===== config.mk =====
export PLATFORM = sky130hd
export DESIGN_NAME = tae_alert_bank
export DESIGN_NICKNAME = d
export VERILOG_FILES = /design/src/hw/tae_pkg.sv /design/src/hw/tae_alert_bank.sv /design/src/hw/tae_limit_cmp.sv
export SDC_FILE = /design/constraint.sdc
export NUM_CORES = 1
export LEC_CHECK = 0
export ABC_AREA = 1
export BUFFER_PORTS_ARGS = -buffer_cell sky130_fd_sc_hd__buf_2
export CORE_ASPECT_RATIO = 1.5
export CORE_MARGIN = 10
export CORE_UTILIZATION = 47
export CTS_CLUSTER_SIZE = 14
export DETAILED_ROUTE_END_ITERATION = 8
export PLACE_DENSITY = 0.76
export REMOVE_ABC_BUFFERS = 1
export SLEW_MARGIN = 10
export SYNTH_ARGS = -nofsm -noshare
export SYNTH_HDL_FRONTEND = slang
export SYNTH_SLANG_ARGS = --single-unit

===== constraint.sdc =====
create_clock -name sys_clk_i -period 3.9 [get_ports sys_clk_i]
set_input_delay 0.585 -clock sys_clk_i [delete_from_list [all_inputs] [get_ports sys_clk_i]]
set_output_delay 0.585 -clock sys_clk_i [all_outputs]
set_load 0.01 [all_outputs]

===== src/hw/tae_pkg.sv =====
// Package of offsets, field positions and reset values for the alert-enable and threshold bank
package tae_pkg;
    // ==========================================================
    // Register offsets
    localparam logic [3:0] TAE_OFS_ENABLE = 4'h4;
    localparam logic [3:0] TAE_OFS_LOWER = 4'h5;
    localparam logic [3:0] TAE_OFS_UPPER = 4'h6;

    // ==========================================================
    // Reset values
    localparam logic [15:0] TAE_RST_ENABLE = 16'h0016;
    localparam logic [15:0] TAE_RST_LOWER = 16'hF380;
    localparam logic [15:0] TAE_RST_UPPER = 16'h2A80;

    // ==========================================================
    // Event source positions in the enable mask and flag vector
    localparam int TAE_SRC_N = 5;
    localparam int TAE_SRC_CRC = 4;
    localparam int TAE_SRC_SLEW = 3;
    localparam int TAE_SRC_UPPER = 2;
    localparam int TAE_SRC_LOWER = 1;
    localparam int TAE_SRC_READY = 0;
    localparam logic [15:0] TAE_ENABLE_MASK = 16'h001F;

    // ==========================================================
    // Threshold field layout: 14-bit value in bits 15:2, bits 1:0 read zero
    localparam int TAE_THR_W = 14;
    localparam int TAE_THR_LSB = 2;
    localparam logic [15:0] TAE_THR_MASK = 16'hFFFC;
    // Release margin step of 0.5 degC equals 16 threshold steps
    localparam int TAE_MARGIN_SHIFT = 4;
endpackage


===== src/hw/tae_alert_bank.sv =====
// Alert-enable mask, limit thresholds, event flags and the alert pin driver
//
// Behaviour
// [RULE_01] A disabled source never drives the alert pin active by setting its flag.
// [RULE_02] An enabled source drives the alert pin active when its flag sets.
// [RULE_03] Every event flag is recorded whether or not its enable is set.
// [RULE_04] Active alert stays after enable clears, until status read or new conversion.
// [RULE_05] Enable register at offset 04h resets to 0016h.
// [RULE_06] Enable bit 4 gates the checksum error flag onto the alert.
// [RULE_07] Enable bit 3 gates slew flag, or live slew status in comparator mode.
// [RULE_08] Enable bit 2 gates over-limit flag, or live over-limit in comparator mode.
// [RULE_09] Enable bit 1 gates under-limit flag, or live under-limit in comparator mode.
// [RULE_10] Enable bit 0 gates the new-sample flag onto the alert.
// [RULE_11] Thresholds hold 14-bit two's complement in bits 15:2, 0.03125 degC steps.
// [RULE_12] Thresholds share the result encoding and compare with it directly.
// [RULE_13] Lower threshold at offset 05h resets to F380h, minus 25 degC.
// [RULE_14] Upper threshold at offset 06h resets to 2A80h, 85 degC.
// [RULE_15] Limits are ignored while upper threshold is not above lower threshold.
// [RULE_16] Threshold bits 1:0 are read-only and always read 00b.
// [RULE_17] Mode input low selects latched interrupt mode, high selects comparator mode.
// [RULE_18] New-sample flag clears on a status read or a result read.
// [RULE_19] Release points are threshold minus or plus margin, 0.5 degC per step.
// [RULE_20] Alert is the OR of enabled sources; reserved bits ignore writes, read zero.
// [RULE_21] Each finished conversion is compared with both thresholds to update limits.
`timescale 1ns/1ps
module tae_alert_bank #(
    parameter int THR_W = tae_pkg::TAE_THR_W,
    parameter int ADDR_W = 4
) (
    // Clock and reset
    input wire logic sys_clk_i,
    input wire logic resetn_i,
    // Register access from the serial interface block
    input wire logic [ADDR_W-1:0] reg_addr_i,
    input wire logic reg_wr_i,
    input wire logic reg_rd_i,
    input wire logic [15:0] reg_wdata_i,
    output logic [15:0] reg_rdata_o,
    output logic reg_rvalid_o,
    output logic reg_hit_o,
    // Conversion engine and event sources
    input wire logic conv_done_i,
    input wire logic [15:0] temp_result_i,
    input wire logic crc_err_i,
    input wire logic slew_event_i,
    input wire logic slew_live_i,
    // Mode and release margins from neighbouring registers
    input wire logic comp_mode_i,
    input wire logic [7:0] upper_release_margin_i,
    input wire logic [7:0] lower_release_margin_i,
    // Reads elsewhere that clear flags
    input wire logic status_read_i,
    input wire logic result_read_i,
    // Flags and live status for the status register
    output logic [tae_pkg::TAE_SRC_N-1:0] event_flags_o,
    output logic over_limit_live_o,
    output logic under_limit_live_o,
    output logic limits_valid_o,
    // Alert pin, active low
    output logic alert_n_o
);
    localparam int SRC_N = tae_pkg::TAE_SRC_N;

    // ==========================================================
    // Elaboration checks
    if (THR_W != tae_pkg::TAE_THR_W) begin : g_bad_thr_w
        $error("Threshold width must be 14");
    end
    if (ADDR_W < 3) begin : g_bad_addr_w
        $error("Address width too small for offsets 4 to 6");
    end
    if (SRC_N > 16) begin : g_bad_src_n
        $error("More event sources than enable bits");
    end

    // ==========================================================
    // Register file state
    logic [15:0] enable_q, enable_d;
    logic [15:0] lower_q, lower_d;
    logic [15:0] upper_q, upper_d;
    logic [15:0] rdata_q, rdata_d;
    logic rvalid_q, rvalid_d;
    logic sel_enable, sel_lower, sel_upper;

    // Address decode of the three offsets
    always_comb begin
        sel_enable = reg_addr_i == ADDR_W'(tae_pkg::TAE_OFS_ENABLE);
        sel_lower = reg_addr_i == ADDR_W'(tae_pkg::TAE_OFS_LOWER);
        sel_upper = reg_addr_i == ADDR_W'(tae_pkg::TAE_OFS_UPPER);
        reg_hit_o = sel_enable | sel_lower | sel_upper;
    end

    // Writes keep only writable bits; reads return a masked copy
    always_comb begin
        enable_d = enable_q;
        lower_d = lower_q;
        upper_d = upper_q;
        rdata_d = rdata_q;
        rvalid_d = reg_rd_i;
        if (reg_wr_i && sel_enable) begin
            enable_d = reg_wdata_i & tae_pkg::TAE_ENABLE_MASK; // see [RULE_20]
        end
        if (reg_wr_i && sel_lower) begin
            lower_d = reg_wdata_i & tae_pkg::TAE_THR_MASK; // see [RULE_11] [RULE_16]
        end
        if (reg_wr_i && sel_upper) begin
            upper_d = reg_wdata_i & tae_pkg::TAE_THR_MASK; // see [RULE_11] [RULE_16]
        end
        if (reg_rd_i) begin
            if (sel_enable) begin
                rdata_d = enable_q;
            end else if (sel_lower) begin
                rdata_d = lower_q;
            end else if (sel_upper) begin
                rdata_d = upper_q;
            end else begin
                rdata_d = 16'h0000;
            end
        end
    end

    // Register file flip-flops
    always_ff @(posedge sys_clk_i or negedge resetn_i) begin
        if (!resetn_i) begin
            enable_q <= tae_pkg::TAE_RST_ENABLE; // see [RULE_05]
            lower_q <= tae_pkg::TAE_RST_LOWER; // see [RULE_13]
            upper_q <= tae_pkg::TAE_RST_UPPER; // see [RULE_14]
            rdata_q <= 16'h0000;
            rvalid_q <= 1'b0;
        end else begin
            enable_q <= enable_d;
            lower_q <= lower_d;
            upper_q <= upper_d;
            rdata_q <= rdata_d;
            rvalid_q <= rvalid_d;
        end
    end

    assign reg_rdata_o = rdata_q;
    assign reg_rvalid_o = rvalid_q;

    // ==========================================================
    // Limit comparison
    logic over_live_q, over_live_d;
    logic under_live_q, under_live_d;
    logic over_cmp, under_cmp;

    // Next live status for the present result
    tae_limit_cmp u_cmp (
        .temp_i(temp_result_i),
        .upper_thr_i(upper_q),
        .lower_thr_i(lower_q),
        .upper_release_margin_i(upper_release_margin_i),
        .lower_release_margin_i(lower_release_margin_i),
        .over_live_i(over_live_q),
        .under_live_i(under_live_q),
        .over_live_d_o(over_cmp),
        .under_live_d_o(under_cmp),
        .limits_valid_o(limits_valid_o)
    );

    // Live status moves only when a conversion finishes
    always_comb begin
        over_live_d = over_live_q;
        under_live_d = under_live_q;
        if (conv_done_i) begin
            over_live_d = over_cmp; // see [RULE_21]
            under_live_d = under_cmp; // see [RULE_21]
        end
    end

    // Live status flip-flops
    always_ff @(posedge sys_clk_i or negedge resetn_i) begin
        if (!resetn_i) begin
            over_live_q <= 1'b0;
            under_live_q <= 1'b0;
        end else begin
            over_live_q <= over_live_d;
            under_live_q <= under_live_d;
        end
    end

    assign over_limit_live_o = over_live_q;
    assign under_limit_live_o = under_live_q;

    // ==========================================================
    // Event flags
    logic [SRC_N-1:0] flag_q, flag_d;
    logic [SRC_N-1:0] flag_set, flag_clr;

    // Set and clear causes per source
    always_comb begin
        flag_set = '0;
        flag_set[tae_pkg::TAE_SRC_CRC] = crc_err_i;
        flag_set[tae_pkg::TAE_SRC_SLEW] = slew_event_i;
        flag_set[tae_pkg::TAE_SRC_UPPER] = conv_done_i & over_cmp & ~over_live_q;
        flag_set[tae_pkg::TAE_SRC_LOWER] = conv_done_i & under_cmp & ~under_live_q;
        flag_set[tae_pkg::TAE_SRC_READY] = conv_done_i;
        flag_clr = {SRC_N{status_read_i}};
        flag_clr[tae_pkg::TAE_SRC_READY] = status_read_i | result_read_i; // see [RULE_18]
        // Set wins over a clear in the same cycle; enable plays no part here
        flag_d = (flag_q & ~flag_clr) | flag_set; // see [RULE_03]
    end

    // Flag flip-flops
    always_ff @(posedge sys_clk_i or negedge resetn_i) begin
        if (!resetn_i) begin
            flag_q <= '0;
        end else begin
            flag_q <= flag_d;
        end
    end

    assign event_flags_o = flag_q;

    // ==========================================================
    // Alert source selection
    logic [SRC_N-1:0] live_vec;
    logic [SRC_N-1:0] src_vec;
    logic [SRC_N-1:0] live_capable;
    logic [SRC_N-1:0] gate_vec;

    // Live sources exist for slew, upper and lower only
    always_comb begin
        live_vec = '0;
        live_vec[tae_pkg::TAE_SRC_SLEW] = slew_live_i; // see [RULE_07]
        live_vec[tae_pkg::TAE_SRC_UPPER] = over_live_d; // see [RULE_08]
        live_vec[tae_pkg::TAE_SRC_LOWER] = under_live_d; // see [RULE_09]
        live_capable = '0;
        live_capable[tae_pkg::TAE_SRC_SLEW] = 1'b1;
        live_capable[tae_pkg::TAE_SRC_UPPER] = 1'b1;
        live_capable[tae_pkg::TAE_SRC_LOWER] = 1'b1;
    end

    // Enable bits of the five sources; reserved bits above play no part
    assign gate_vec = enable_q[SRC_N-1:0]; // see [RULE_06] [RULE_10]

    // Each source gated by its own enable bit
    for (genvar i = 0; i < SRC_N; i++) begin : g_src
        logic use_live;
        // Comparator mode picks live status for slew, upper and lower; other sources and interrupt mode use the latched flag
        assign use_live = comp_mode_i && live_capable[i]; // see [RULE_17]
        assign src_vec[i] = gate_vec[i] & (use_live ? live_vec[i] : flag_d[i]); // see [RULE_01]
    end

    // ==========================================================
    // Alert pin
    logic alert_q, alert_d;

    // OR of enabled sources; a held alert drops only on status read or new result
    always_comb begin
        alert_d = (|src_vec) |
            (alert_q & ~(status_read_i | conv_done_i)); // see [RULE_02] [RULE_04] [RULE_20]
    end

    // Alert flip-flop
    always_ff @(posedge sys_clk_i or negedge resetn_i) begin
        if (!resetn_i) begin
            alert_q <= 1'b0;
        end else begin
            alert_q <= alert_d;
        end
    end

    assign alert_n_o = ~alert_q;
endmodule


===== src/hw/tae_limit_cmp.sv =====
// Limit comparator: next over/under live status from a new result and the thresholds
`timescale 1ns/1ps
module tae_limit_cmp (
    // Result and thresholds, 14-bit two's complement in bits 15:2
    input wire logic [15:0] temp_i,
    input wire logic [15:0] upper_thr_i,
    input wire logic [15:0] lower_thr_i,
    // Release margins, unsigned, 0.5 degC per step
    input wire logic [7:0] upper_release_margin_i,
    input wire logic [7:0] lower_release_margin_i,
    // Present live status
    input wire logic over_live_i,
    input wire logic under_live_i,
    // Next live status and limit validity
    output logic over_live_d_o,
    output logic under_live_d_o,
    output logic limits_valid_o
);
    logic signed [15:0] temp_s;
    logic signed [15:0] upper_s;
    logic signed [15:0] lower_s;
    logic signed [15:0] upper_rel_s;
    logic signed [15:0] lower_rel_s;

    // Sign-extend the fields; same encoding means no scaling is needed (see [RULE_12])
    always_comb begin
        temp_s = {{2{temp_i[15]}}, temp_i[15:tae_pkg::TAE_THR_LSB]};
        upper_s = {{2{upper_thr_i[15]}}, upper_thr_i[15:tae_pkg::TAE_THR_LSB]};
        lower_s = {{2{lower_thr_i[15]}}, lower_thr_i[15:tae_pkg::TAE_THR_LSB]};
        upper_rel_s = upper_s - signed'({4'h0, upper_release_margin_i, 4'h0}); // see [RULE_19]
        lower_rel_s = lower_s + signed'({4'h0, lower_release_margin_i, 4'h0}); // see [RULE_19]
    end

    // Set at the threshold, release past the margin, hold in between
    always_comb begin
        limits_valid_o = upper_s > lower_s; // see [RULE_15]
        if (!limits_valid_o) begin
            over_live_d_o = 1'b0;
            under_live_d_o = 1'b0;
        end else begin
            if (temp_s >= upper_s) begin
                over_live_d_o = 1'b1;
            end else if (temp_s < upper_rel_s) begin
                over_live_d_o = 1'b0;
            end else begin
                over_live_d_o = over_live_i;
            end
            if (temp_s <= lower_s) begin
                under_live_d_o = 1'b1;
            end else if (temp_s > lower_rel_s) begin
                under_live_d_o = 1'b0;
            end else begin
                under_live_d_o = under_live_i;
            end
        end
    end
endmodule


==> results of run 1 <==
-- state kept, by name, indices dropped and copies added, names as in the netlist --
name                flops
upper_q                14
lower_q                14
reg_rvalid_o            1
over_limit_live_o       1
enable_q                5
alert_q                 1
event_flags_o           5
under_limit_live_o      1
reg_rdata_o            16
-- where the power goes --
group | switching [W] | internal [W] | total, W
sequential | 0.0000983 | 0.000728 | 0.000827
combinational | 0.000717 | 0.000482 | 0.00120
clock | 0.000284 | 0.000424 | 0.000708
total | 0.00110 | 0.00163 | 0.00273
-- layer usage --
layer,up-vias,global-route usage,wire (µm)
met2,86,0.339,7000
met3,23,0.0358,489
li1,2291,-,-
met1,2086,0.198,5180
met5,-,0,0
met4,0,0.101,500
-- per-stage QoR --
stage / instance area [µm²] / hold slack [ns] / worst slack, ns
3_3_place_gp: 5390 / 0.460 / 0.0883
5_1_grt: 5680 / 0.282 / -0.00159
2_1_floorplan: 4790 / 0.289 / 0.649
4_1_cts: 5650 / 0.254 / 0.157
6_report: 5680 / 0.247 / 0.321
3_5_place_dp: 5390 / 0.462 / 0.000864
-- final timing paths --
check                                     from                to  cells past startpoint
worst min-delay path                  resetn_i    reg_rdata_o[7]                      1
worst min register to register  reg_rdata_o[7]    reg_rdata_o[7]                      2
min in group sys_clk_i            slew_event_i  event_flags_o[3]                      2
worst max register to register      upper_q[6]           alert_q                     26
worst max-delay path                upper_q[6]           alert_q                     26
max in group asynchronous             resetn_i       lower_q[15]                      2
-- cell type report --
class                           instances  area share
Clock buffer                           10      0.0403
Clock inverter                          6     0.00616
Tap cell                              117      0.0258
Multi-Input combinational cell        466       0.511
Sequential cell                        58       0.258
Timing Repair Buffer                   89      0.0792
Antenna cell                            1    0.000440
Inverter                              119      0.0786
-- synthesized netlist by cell type, types with 3 or more instances --
library cell | instances | share of area
dfstp_2 | 14 | 0.076
ha_1 | 80 | 0.21
nand2_1 | 189 | 0.15
inv_1 | 118 | 0.092
nand3_1 | 33 | 0.034
o21ai_0 | 39 | 0.040
clkbuf_1 | 6 | 0.0047
o21bai_1 | 3 | 0.0047
nor2_1 | 21 | 0.016
nand4_1 | 9 | 0.012
a21oi_1 | 36 | 0.037
o22ai_1 | 14 | 0.018
xnor2_1 | 5 | 0.0091
dfrtp_1 | 44 | 0.23
xor2_1 | 10 | 0.018
-- cells by family after synthesis --
logic type               count (synthesis)  synth area share
XOR/XNOR                                15            0.0272
AND/OR/NAND/NOR                        263             0.227
flip-flops                              58             0.305
adder cells (fa/ha/maj)                 82             0.216
buffers and inverters                  127            0.0994
multiplexers                             2           0.00467
AO/OA/AOI/OAI                          104             0.121
==> summary.md, run 1 <==
| Metric | Value |
|---|---|
| Status | completed |
| VDD IR max | 253 µV |
| CTS root buf | clkbuf_16 |
| Yosys warnings | 0 |
| Worst EP required | 4.11 ns |
| Insertion delay to the later sink of the worst-skew pair | 0.33 ns |
| Fin Clk Skew | 0.00476 ns |
| Worst Hold Class | input port to asynchronous set/reset pin |
| Via Count | 4486 |
| Crit-path leading delay family | simple AND/OR/NAND/NOR gates |
| CTS H-tree lvls | 3 |
| Worst Path Buf+Inv | 3 |
| Die Y-Extent | 144 µm |
| WL final | 13200 µm |
| Slew headroom | 0.499 |
| DRC violations left | 0 |
| Setup_tns | 0 ns |
| Final ANT Viol Nets | 0 |
| Setup violators final | 0 |
| Syn Inst Count | 651 |
| FF-to-FF setup slack | 0.32 ns |
| Clock-pin transition on the worst setup and hold timing paths | 0.05 ns |
| Initial Utilization | 0.478 |
| Critical path's slowest cell | dfrtp_1 |
| Finished Core Util | 0.564 |
| Worst Path Class, Setup | flip-flop to flip-flop |
| Leakage power | 3.24 nW |
| Post-layout min period | 3.58 ns |
| Worst Setup End Kind | flip-flop |
| Slew Limit Fails | 0 |
| Post-synthesis async set-or-reset flop share | 1.00 |
| Most frequent cells in the layout | nand2_1 (189), inv_1 (117), buf_2 (87) |
| PortBufs | 87 |
| Core region area | 0.0101 mm² |
| Vias in the first global route | 4747 |
| CP peak stage delay | 0.41 ns |
| Post-synthesis register bit count | 58 |
| Post-synthesis cell area | 0.00482 mm² |
| RD Place Congestion | 0.866 |
| Multi-input combinational cell area | 0.00291 mm² |
| Crit path max fanout | 5 |
| Commonest non-fill, non-tap cell in the layout | nand2_1 |
| Cell mode on critical path | nand2_1 |
| Postcts setup bufs | 0 |
| Drt pass-1 iters | 5 |
| Drt via density | 5.18 |
| Hold-fix buffer count after cts | 0 |
| Routed len/inst | 15.2 µm |
| Crit path arrival time | 3.79 ns |
| Avg Cell Area, Syn | 7.41 µm² |
| Fillers | 964 |
| Total grt overflow | 0 |
| P&R area growth vs syn | 17.9% |
| Synth cell types | 32 |
| Worst-margin pin slew | 0.749 ns |
| Tot Pwr | 0.00273 W |
| Hpwl dp | 10600 µm |
| Initial DRC Count | 180 |
| GRT Util Overall | 0.188 |
| Final nets | 888 |
| TritonCTS Sinks | 58 |
| Share of cells above drive strength 1 | 0.189 |
| TritonCTS clock tree | done |
| DIE AREA | 0.0148 mm² |
| Max-cap check violation count | 0 |
| Non-filler cells, final | 866 |
| Clock Tree Buf Depth | 2 |
| Pin count of the biggest net entering global routing | 37 |
| Sequential cell area | 0.00147 mm² |
| IO Count | 90 |
| Max Clock Freq | 279 MHz |
| Crit start category | flip-flop |
| Number of synthesized flops with an enable pin | 0 |
| Cell area power density | 481 mW/mm² |
| Dominant synthesized flop cell | dfrtp_1 |
| Die span in x | 103 µm |
| Tcrit/Tclk final | 0.918 |
| Placed insts | 849 |
| Cts bufs inserted | 9 |
| First-pass GRT wire length | 21700 µm |
| Cts repair resizes | 0 |
| Post-synthesis sequential area ratio | 0.305 |
| Antenna violations before repair | 1 |
| Fin. Hold Viols | 0 |
| # rows | 45 |
Note: power is estimated with default switching activity, not from simulation.
==> run 2: changes to the inputs <==
==> config.mk (replaced) <==
export PLATFORM = sky130hd
export DESIGN_NAME = tae_alert_bank
export DESIGN_NICKNAME = d
export VERILOG_FILES = /design/src/hw/tae_pkg.sv /design/src/hw/tae_alert_bank.sv /design/src/hw/tae_limit_cmp.sv
export SDC_FILE = /design/constraint.sdc
export NUM_CORES = 1
export LEC_CHECK = 0
export CORE_ASPECT_RATIO = 1.5
export CORE_MARGIN = 10
export CORE_UTILIZATION = 47
export CTS_CLUSTER_SIZE = 14
export DETAILED_ROUTE_END_ITERATION = 8
export DONT_BUFFER_PORTS = 1
export PLACE_DENSITY = 0.69
export REMOVE_ABC_BUFFERS = 1
export SLEW_MARGIN = 20
export SYNTH_ARGS = -nofsm -noshare
export SYNTH_HDL_FRONTEND = slang
export SYNTH_SLANG_ARGS = --single-unit
==> run 2 against run 1 <==
The flow now finishes with violations (negative setup slack). Flip-flop and latch count stayed put. Critical path depth down 4. Combinational power up 4%. Maximum frequency decreased by 9.9%. Sequential share of layout area is 1.4 points higher. Total power is 8.1% higher. Via count decreased by 15%. Clock-buffer cell count increased by 2. Critical endpoint unchanged. Register-to-register slack got worse by 0.39 ns.
==> summary.md, run 2 <==
| Metric | Value |
|---|---|
| Area after DPL | 0.00495 mm² |
| TritonCTS clock tree | done |
| Reg2reg start | upper_q[6] |
| Worst Slack Setup Final | -0.0703 ns |
| RSZ-0062 raised after global routing | yes |
| Worst R2R End | alert_q |
| Sequential cell area | 0.00147 mm² |
| Xor and xnor area share after synthesis | 0.0224 |
| TritonCTS Sinks | 58 |
| Cts bufs inserted | 9 |
| Hpwl dp | 9960 µm |
| Final ANT Viol Nets | 0 |
| Synth area leaders | dfrtp_1 (23%), ha_1 (21%), mux2_2 (7.9%) |
| DRC violations left | 0 |
| Initial DRC Count | 211 |
| FF-to-FF setup slack | -0.07 ns |
| Commonest cells in the synthesized netlist | ha_1 (80), inv_1 (63), a21oi_1 (45), dfrtp_1 (44), mux2_2 (33) |
| Share of cells above drive strength 1 | 0.227 |
| Worst-margin pin slew | 0.901 ns |
| Core region area | 0.00969 mm² |
| Insertion delay to the later sink of the worst-skew pair | 0.34 ns |
| # diodes | 0 |
| P&R area growth vs syn | 14.8% |
| Fillers | 858 |
| Die span in x | 102 µm |
| Top-area cell type share of the netlist area | 0.235 |
| Synth Area in Adders | 0.222 |
| Post-layout min period | 3.97 ns |
| Total grt overflow | 0 |
| Max-cap check violation count | 0 |
| Crit path arrival time | 4.19 ns |
| Dominant synthesized flop cell | dfrtp_1 |
| Final Cell Area | 0.00538 mm² |
| Worst EP required | 4.12 ns |
| Synth cell types | 57 |
| Post-synthesis sequential area ratio | 0.313 |
| Number of flip-flops in the largest register | 16 |
| First-pass GRT wire length | 20700 µm |
| Fin. Hold Viols | 0 |
| GRT Util Overall | 0.182 |
| Fin Clk Skew | 0.00485 ns |
| Final nets | 668 |
| Pin count of the biggest net entering global routing | 45 |
| Die Y-Extent | 142 µm |
| Worst Hold Class | input port to asynchronous set/reset pin |
| CTS H-tree lvls | 3 |
| Leakage power | 2.60 nW |
| Yosys warnings | 0 |
| Syn Inst Count | 498 |
| Setup WS pre-CTS | -0.560 ns |
| CP peak stage delay | 0.39 ns |
| Worst Path Buf+Inv | 3 |
| IO Count | 90 |
| Post-Synth Simple-Gate Area | 0.117 |
| # rows | 44 |
| Routed len/inst | 20.0 µm |
| Max Clock Freq | 252 MHz |
| Worst Path Class, Setup | flip-flop to flip-flop |
| Post-synthesis register bit count | 58 |
| Clock Tree Buf Depth | 2 |
| Commonest non-fill, non-tap cell in the layout | ha_1 |
| DIE AREA | 0.0144 mm² |
| R2R depth | 22 |
| Initial Utilization | 0.484 |
| Critical path's slowest cell | dfrtp_1 |
| Antenna violations before repair | 0 |
| Count leader, synth | ha_1 |
| Most frequent cells in the layout | ha_1 (77), inv_1 (61), dfrtp_1 (44) |
| Crit-path leading delay family | compound AO/OA/AOI/OAI gates |
| Status | finished, violations left |
| Mux cell area share after synthesis | 0.0910 |
| Slew Limit Fails | 0 |
| Drt via density | 5.91 |
| Finished Core Util | 0.556 |
| Slew headroom | 0.398 |
| Worst Setup End Kind | flip-flop |
| Cell mode on critical path | a21oi_2 |
| Failing checks | negative setup slack |
| CTS root buf | clkbuf_16 |
| RD Place Congestion | 0.901 |
| Crit start category | flip-flop |
| Clock-pin transition on the worst setup and hold timing paths | 0.05 ns |
| Synth area leader | dfrtp_1 |
| Via Count | 3798 |
| Setup violators final | 1 |
| Post-synthesis cell area | 0.00469 mm² |
| Avg Cell Area, Syn | 9.41 µm² |
| Cell area power density | 549 mW/mm² |
| Largest family of logic cells by synthesized area | adder cells |
| Synth Area in Compound Gates | 0.175 |
| Drt pass-1 iters | 4 |
| Tcrit/Tclk final | 1.02 |
| Number of synthesized flops with an enable pin | 0 |
| WL final | 12800 µm |
| Post-synthesis async set-or-reset flop share | 1.00 |
| Setup_tns | -0.0703 ns |
| Multi-input combinational cell area | 0.00302 mm² |
| CP Cell Sequence | inv_2, ha_4, inv_2, fa_2, a21o_1, a21oi_2, o21ai_1, and2_4, o21ai_2, nand2b_1, a21oi_2, buf_4, a21oi_2, ha_2, nor2_2, nand2_2, a21oi_2, o22ai_1, a21o_2, a311o_1, mux2_4, a221o_1 |
| PortBufs | 0 |
| Crit path max fanout | 2 |
| VDD IR max | 476 µV |
| Vias in the first global route | 4161 |
[run 2: cell count changes in the layout (fill, tap and decap cells not counted), sizes merged, moves of 6 or more]
cell / before / now
o21ai: 43 / 16
a21o: 2 / 19
o22ai: 14 / 4
a21oi: 38 / 46
nand2: 191 / 23
a22oi: 0 / 11
xor2: 10 / 2
a211oi: 0 / 6
mux2: 2 / 34
nand2b: 0 / 9
nand3: 35 / 13
inv: 118 / 63
buf: 89 / 25
nor2b: 0 / 6
[run 2: logic make-up (layout without fill, tap and decap cells)]
group	count (synthesis)	after routing
buffers and inverters	74	104
AO/OA/AOI/OAI	126	126
XOR/XNOR	12	12
AND/OR/NAND/NOR	108	108
adder cells (fa/ha/maj)	82	82
flip-flops	58	58
multiplexers	38	38
[run 2: power by group]
group / switching (W) / internal [W] / leakage, nW
clock network: 0.000281 / 0.000527 / 0.145
logic: 0.000639 / 0.000612 / 1.77
registers: 0.000152 / 0.000745 / 0.692
[run 2: worst max-delay path by stage]
| stage | cells after the start | end | from | slack [ns] |
|---|---|---|---|---|
| 6_report | 22 | alert_q | upper_q[6] | -0.07 |
| 5_1_grt | 22 | alert_q | upper_q[6] | -0.27 |
| 4_1_cts | 20 | alert_q | upper_q[6] | -0.02 |
| 3_5_place_dp | 19 | alert_q | upper_release_margin_i[0] | -0.56 |
| 3_3_place_gp | 19 | alert_q | upper_release_margin_i[0] | -0.48 |
| 2_1_floorplan | 19 | alert_q | upper_release_margin_i[0] | -0.24 |
[run 2: layout make-up]
cell class / instances / area share
clock buffer: 12 / 0.0477
clock inverter: 4 / 0.00930
inverter: 63 / 0.0439
multi-input combinational: 366 / 0.561
sequential: 58 / 0.273
tap: 115 / 0.0267
timing repair buffer: 25 / 0.0386
[run 2: metal layers]
metal,global-route usage,part of all wire,vias up
met5,0,0,-
met4,0.0986,0.046,0
met3,0.0535,0.056,39
met2,0.325,0.54,80
met1,0.182,0.36,1839
li1,-,-,1840
[run 2: repair_timing]
action / 4_1_cts / 5_1_grt
hold endpoints to repair: 44 / 0
resized for setup: 19 / 12
buffers inserted: 2 / 0
pin swaps: 13 / 9
setup endpoints to repair: 2 / 2
hold buffers: 1 / 0
[run 2: per-stage QoR]
step                std cells  hold WS (ns)  power, W
floorplan                 487         0.289   0.00171
CTS                       643        0.0849   0.00294
detailed placement        624         0.291   0.00207
global placement          624         0.292   0.00202
global route              643        0.0829   0.00318
finish                    643        0.0878   0.00296
==> run 3: changes to the inputs <==
--- a/config.mk
+++ b/config.mk
@@ -5,7 +5,7 @@
 export SDC_FILE = /design/constraint.sdc
 export NUM_CORES = 1
 export LEC_CHECK = 0
-export CORE_ASPECT_RATIO = 1.5
+export CORE_ASPECT_RATIO = 0.7
 export CORE_MARGIN = 10
 export CORE_UTILIZATION = 47
 export CTS_CLUSTER_SIZE = 14
==> run 3 against run 2 <==
The run still ends with negative setup slack left. Die area down 0.13%. Hold slack better by 0.00081 ns. Worst setup slack worse by 0.035 ns. First-iteration DRC count down 19%. Clock-buffer cell count down 3. Final cell count up 2.8%. Sequential share of layout area down 0.42 points. Critical path depth down 2.
==> summary.md, run 3 (synthesis gave the netlist of run 2 again) <==
| Metric | Value |
|---|---|
| Status | finished, violations left |
| Failing checks | negative setup slack |
| Tcrit/Tclk final | 1.03 |
| CTS root buf | clkbuf_16 |
| RD Place Congestion | 0.868 |
| Vias in the first global route | 3983 |
| Share of cells above drive strength 1 | 0.227 |
| Routed len/inst | 19.5 µm |
| Total grt overflow | 0 |
| Slew Limit Fails | 0 |
| Die Y-Extent | 104 µm |
| Clock Tree Buf Depth | 2 |
| Final ANT Viol Nets | 0 |
| Setup WS pre-CTS | -0.577 ns |
| Post-layout min period | 4.01 ns |
| Crit path arrival time | 4.22 ns |
| DRC violations left | 0 |
| Worst-margin pin slew | 0.811 ns |
| RSZ-0062 raised after global routing | yes |
| Worst Slack Setup Final | -0.105 ns |
| Fin. Hold Viols | 0 |
| Tot Pwr | 0.00310 W |
| TritonCTS Sinks | 58 |
| Worst Path Class, Setup | flip-flop to flip-flop |
| Cell area power density | 567 mW/mm² |
| First-pass GRT wire length | 21100 µm |
| Setup violators final | 1 |
| PortBufs | 0 |
| Most frequent cells in the layout | ha_1 (78), inv_1 (61), dfrtp_1 (44) |
| Worst Hold Class | input port to asynchronous set/reset pin |
| Initial DRC Count | 171 |
| # diodes | 0 |
| Slew headroom | 0.458 |
| VDD IR max | 268 µV |
| Clock-pin transition on the worst setup and hold timing paths | 0.06 ns |
| Worst EP required | 4.11 ns |
| Core region area | 0.00972 mm² |
| GRT Util Overall | 0.180 |
| Crit path max fanout | 2 |
| Max Clock Freq | 250 MHz |
| Final nets | 673 |
| IO Count | 90 |
| WL final | 12900 µm |
| Drt pass-1 iters | 4 |
| DIE AREA | 0.0144 mm² |
| Initial Utilization | 0.482 |
| Worst Setup End Kind | flip-flop |
| Crit start category | flip-flop |
| TritonCTS clock tree | done |
| Fillers | 857 |
| Antenna violations before repair | 0 |
| Number of flip-flops in the largest register | 16 |
| Cts bufs inserted | 9 |
| P&R area growth vs syn | 16.7% |
| Pin count of the biggest net entering global routing | 45 |
| Die span in x | 139 µm |
| Hpwl dp | 9910 µm |
| Max-cap check violation count | 0 |
| Fin Clk Skew | 0.00642 ns |
| Commonest non-fill, non-tap cell in the layout | ha_1 |
| CTS H-tree lvls | 3 |
| Drt via density | 5.75 |
| Via Count | 3798 |
| # rows | 30 |
| Leakage power | 2.65 nW |
| Insertion delay to the later sink of the worst-skew pair | 0.34 ns |
run 3: area by class of cell:
class / count / area, µm² / share of cell area
Clock inverter: 7 / 125 / 0.0229
Multi-Input combinational cell: 366 / 3010 / 0.550
Inverter: 63 / 236 / 0.0432
Clock buffer: 9 / 225 / 0.0412
Sequential cell: 58 / 1470 / 0.269
Tap cell: 128 / 160 / 0.0293
Timing Repair Buffer: 30 / 245 / 0.0449
run 3: worst paths after layout:
path                            slack, ns  startpoint  depth (start not counted)        endpoint
worst min register to register       0.53  lower_q[5]                          1      lower_q[5]
max in group asynchronous            3.58    resetn_i                          1  reg_rdata_o[6]
worst max register to register      -0.11  upper_q[6]                         20         alert_q
worst min-delay path                 0.09    resetn_i                          0     lower_q[14]
worst max-delay path                -0.11  upper_q[6]                         20         alert_q
min in group sys_clk_i               0.29    reg_rd_i                          0    reg_rvalid_o
run 3: metal layers:
metal | global-route usage | up-vias | wire (µm)
met5 | 0 | - | 0
met4 | 0.0572 | 0 | 223
met3 | 0.0648 | 20 | 1260
met2 | 0.273 | 121 | 5740
met1 | 0.232 | 1814 | 5710
li1 | - | 1843 | -
run 3: power by group:
| part | switching (W) | total (W) | leakage (nW) | internal, W |
|---|---|---|---|---|
| clock network | 0.000305 | 0.000934 | 0.170 | 0.000629 |
| logic | 0.000647 | 0.00127 | 1.79 | 0.000619 |
| registers | 0.000154 | 0.000899 | 0.692 | 0.000745 |
run 3: through the flow:
stage	area, µm²	instances	hold slack [ns]	setup TNS (ns)	util
after floorplan	4650	487	0.289	-0.244	-
after global placement	4980	638	0.291	-0.494	0.512
after detailed placement	4980	638	0.292	-0.844	0.512
after CTS	5450	660	0.0789	-0.0276	0.560
after global routing	5470	661	0.0719	-0.287	0.562
final	5470	661	0.0886	-0.105	0.562
run 3: critical path, stage by stage (launching register included):
cell and delay [ns]:
dfrtp_1 0.38, inv_2 0.08, ha_4 0.14, inv_2 0.03, fa_2 0.33, a21o_1 0.20, a21oi_2 0.16, o21ai_1 0.07
and2_1 0.15, o21ai_2 0.13, nand2b_1 0.10, a21oi_2 0.19, xnor2_1 0.10, ha_1 0.32, a21o_1 0.19, a21oi_2 0.12
o22ai_1 0.08, a21o_2 0.22, a311o_1 0.28, mux2_4 0.26, a221o_1 0.33
run 3: repair_timing:
action,4_1_cts,5_1_grt
setup endpoints to repair,2,2
gates resized for setup,22,3
buffers inserted,5,1
hold buffers,1,0
hold endpoints to repair,44,0
pin swaps,14,5
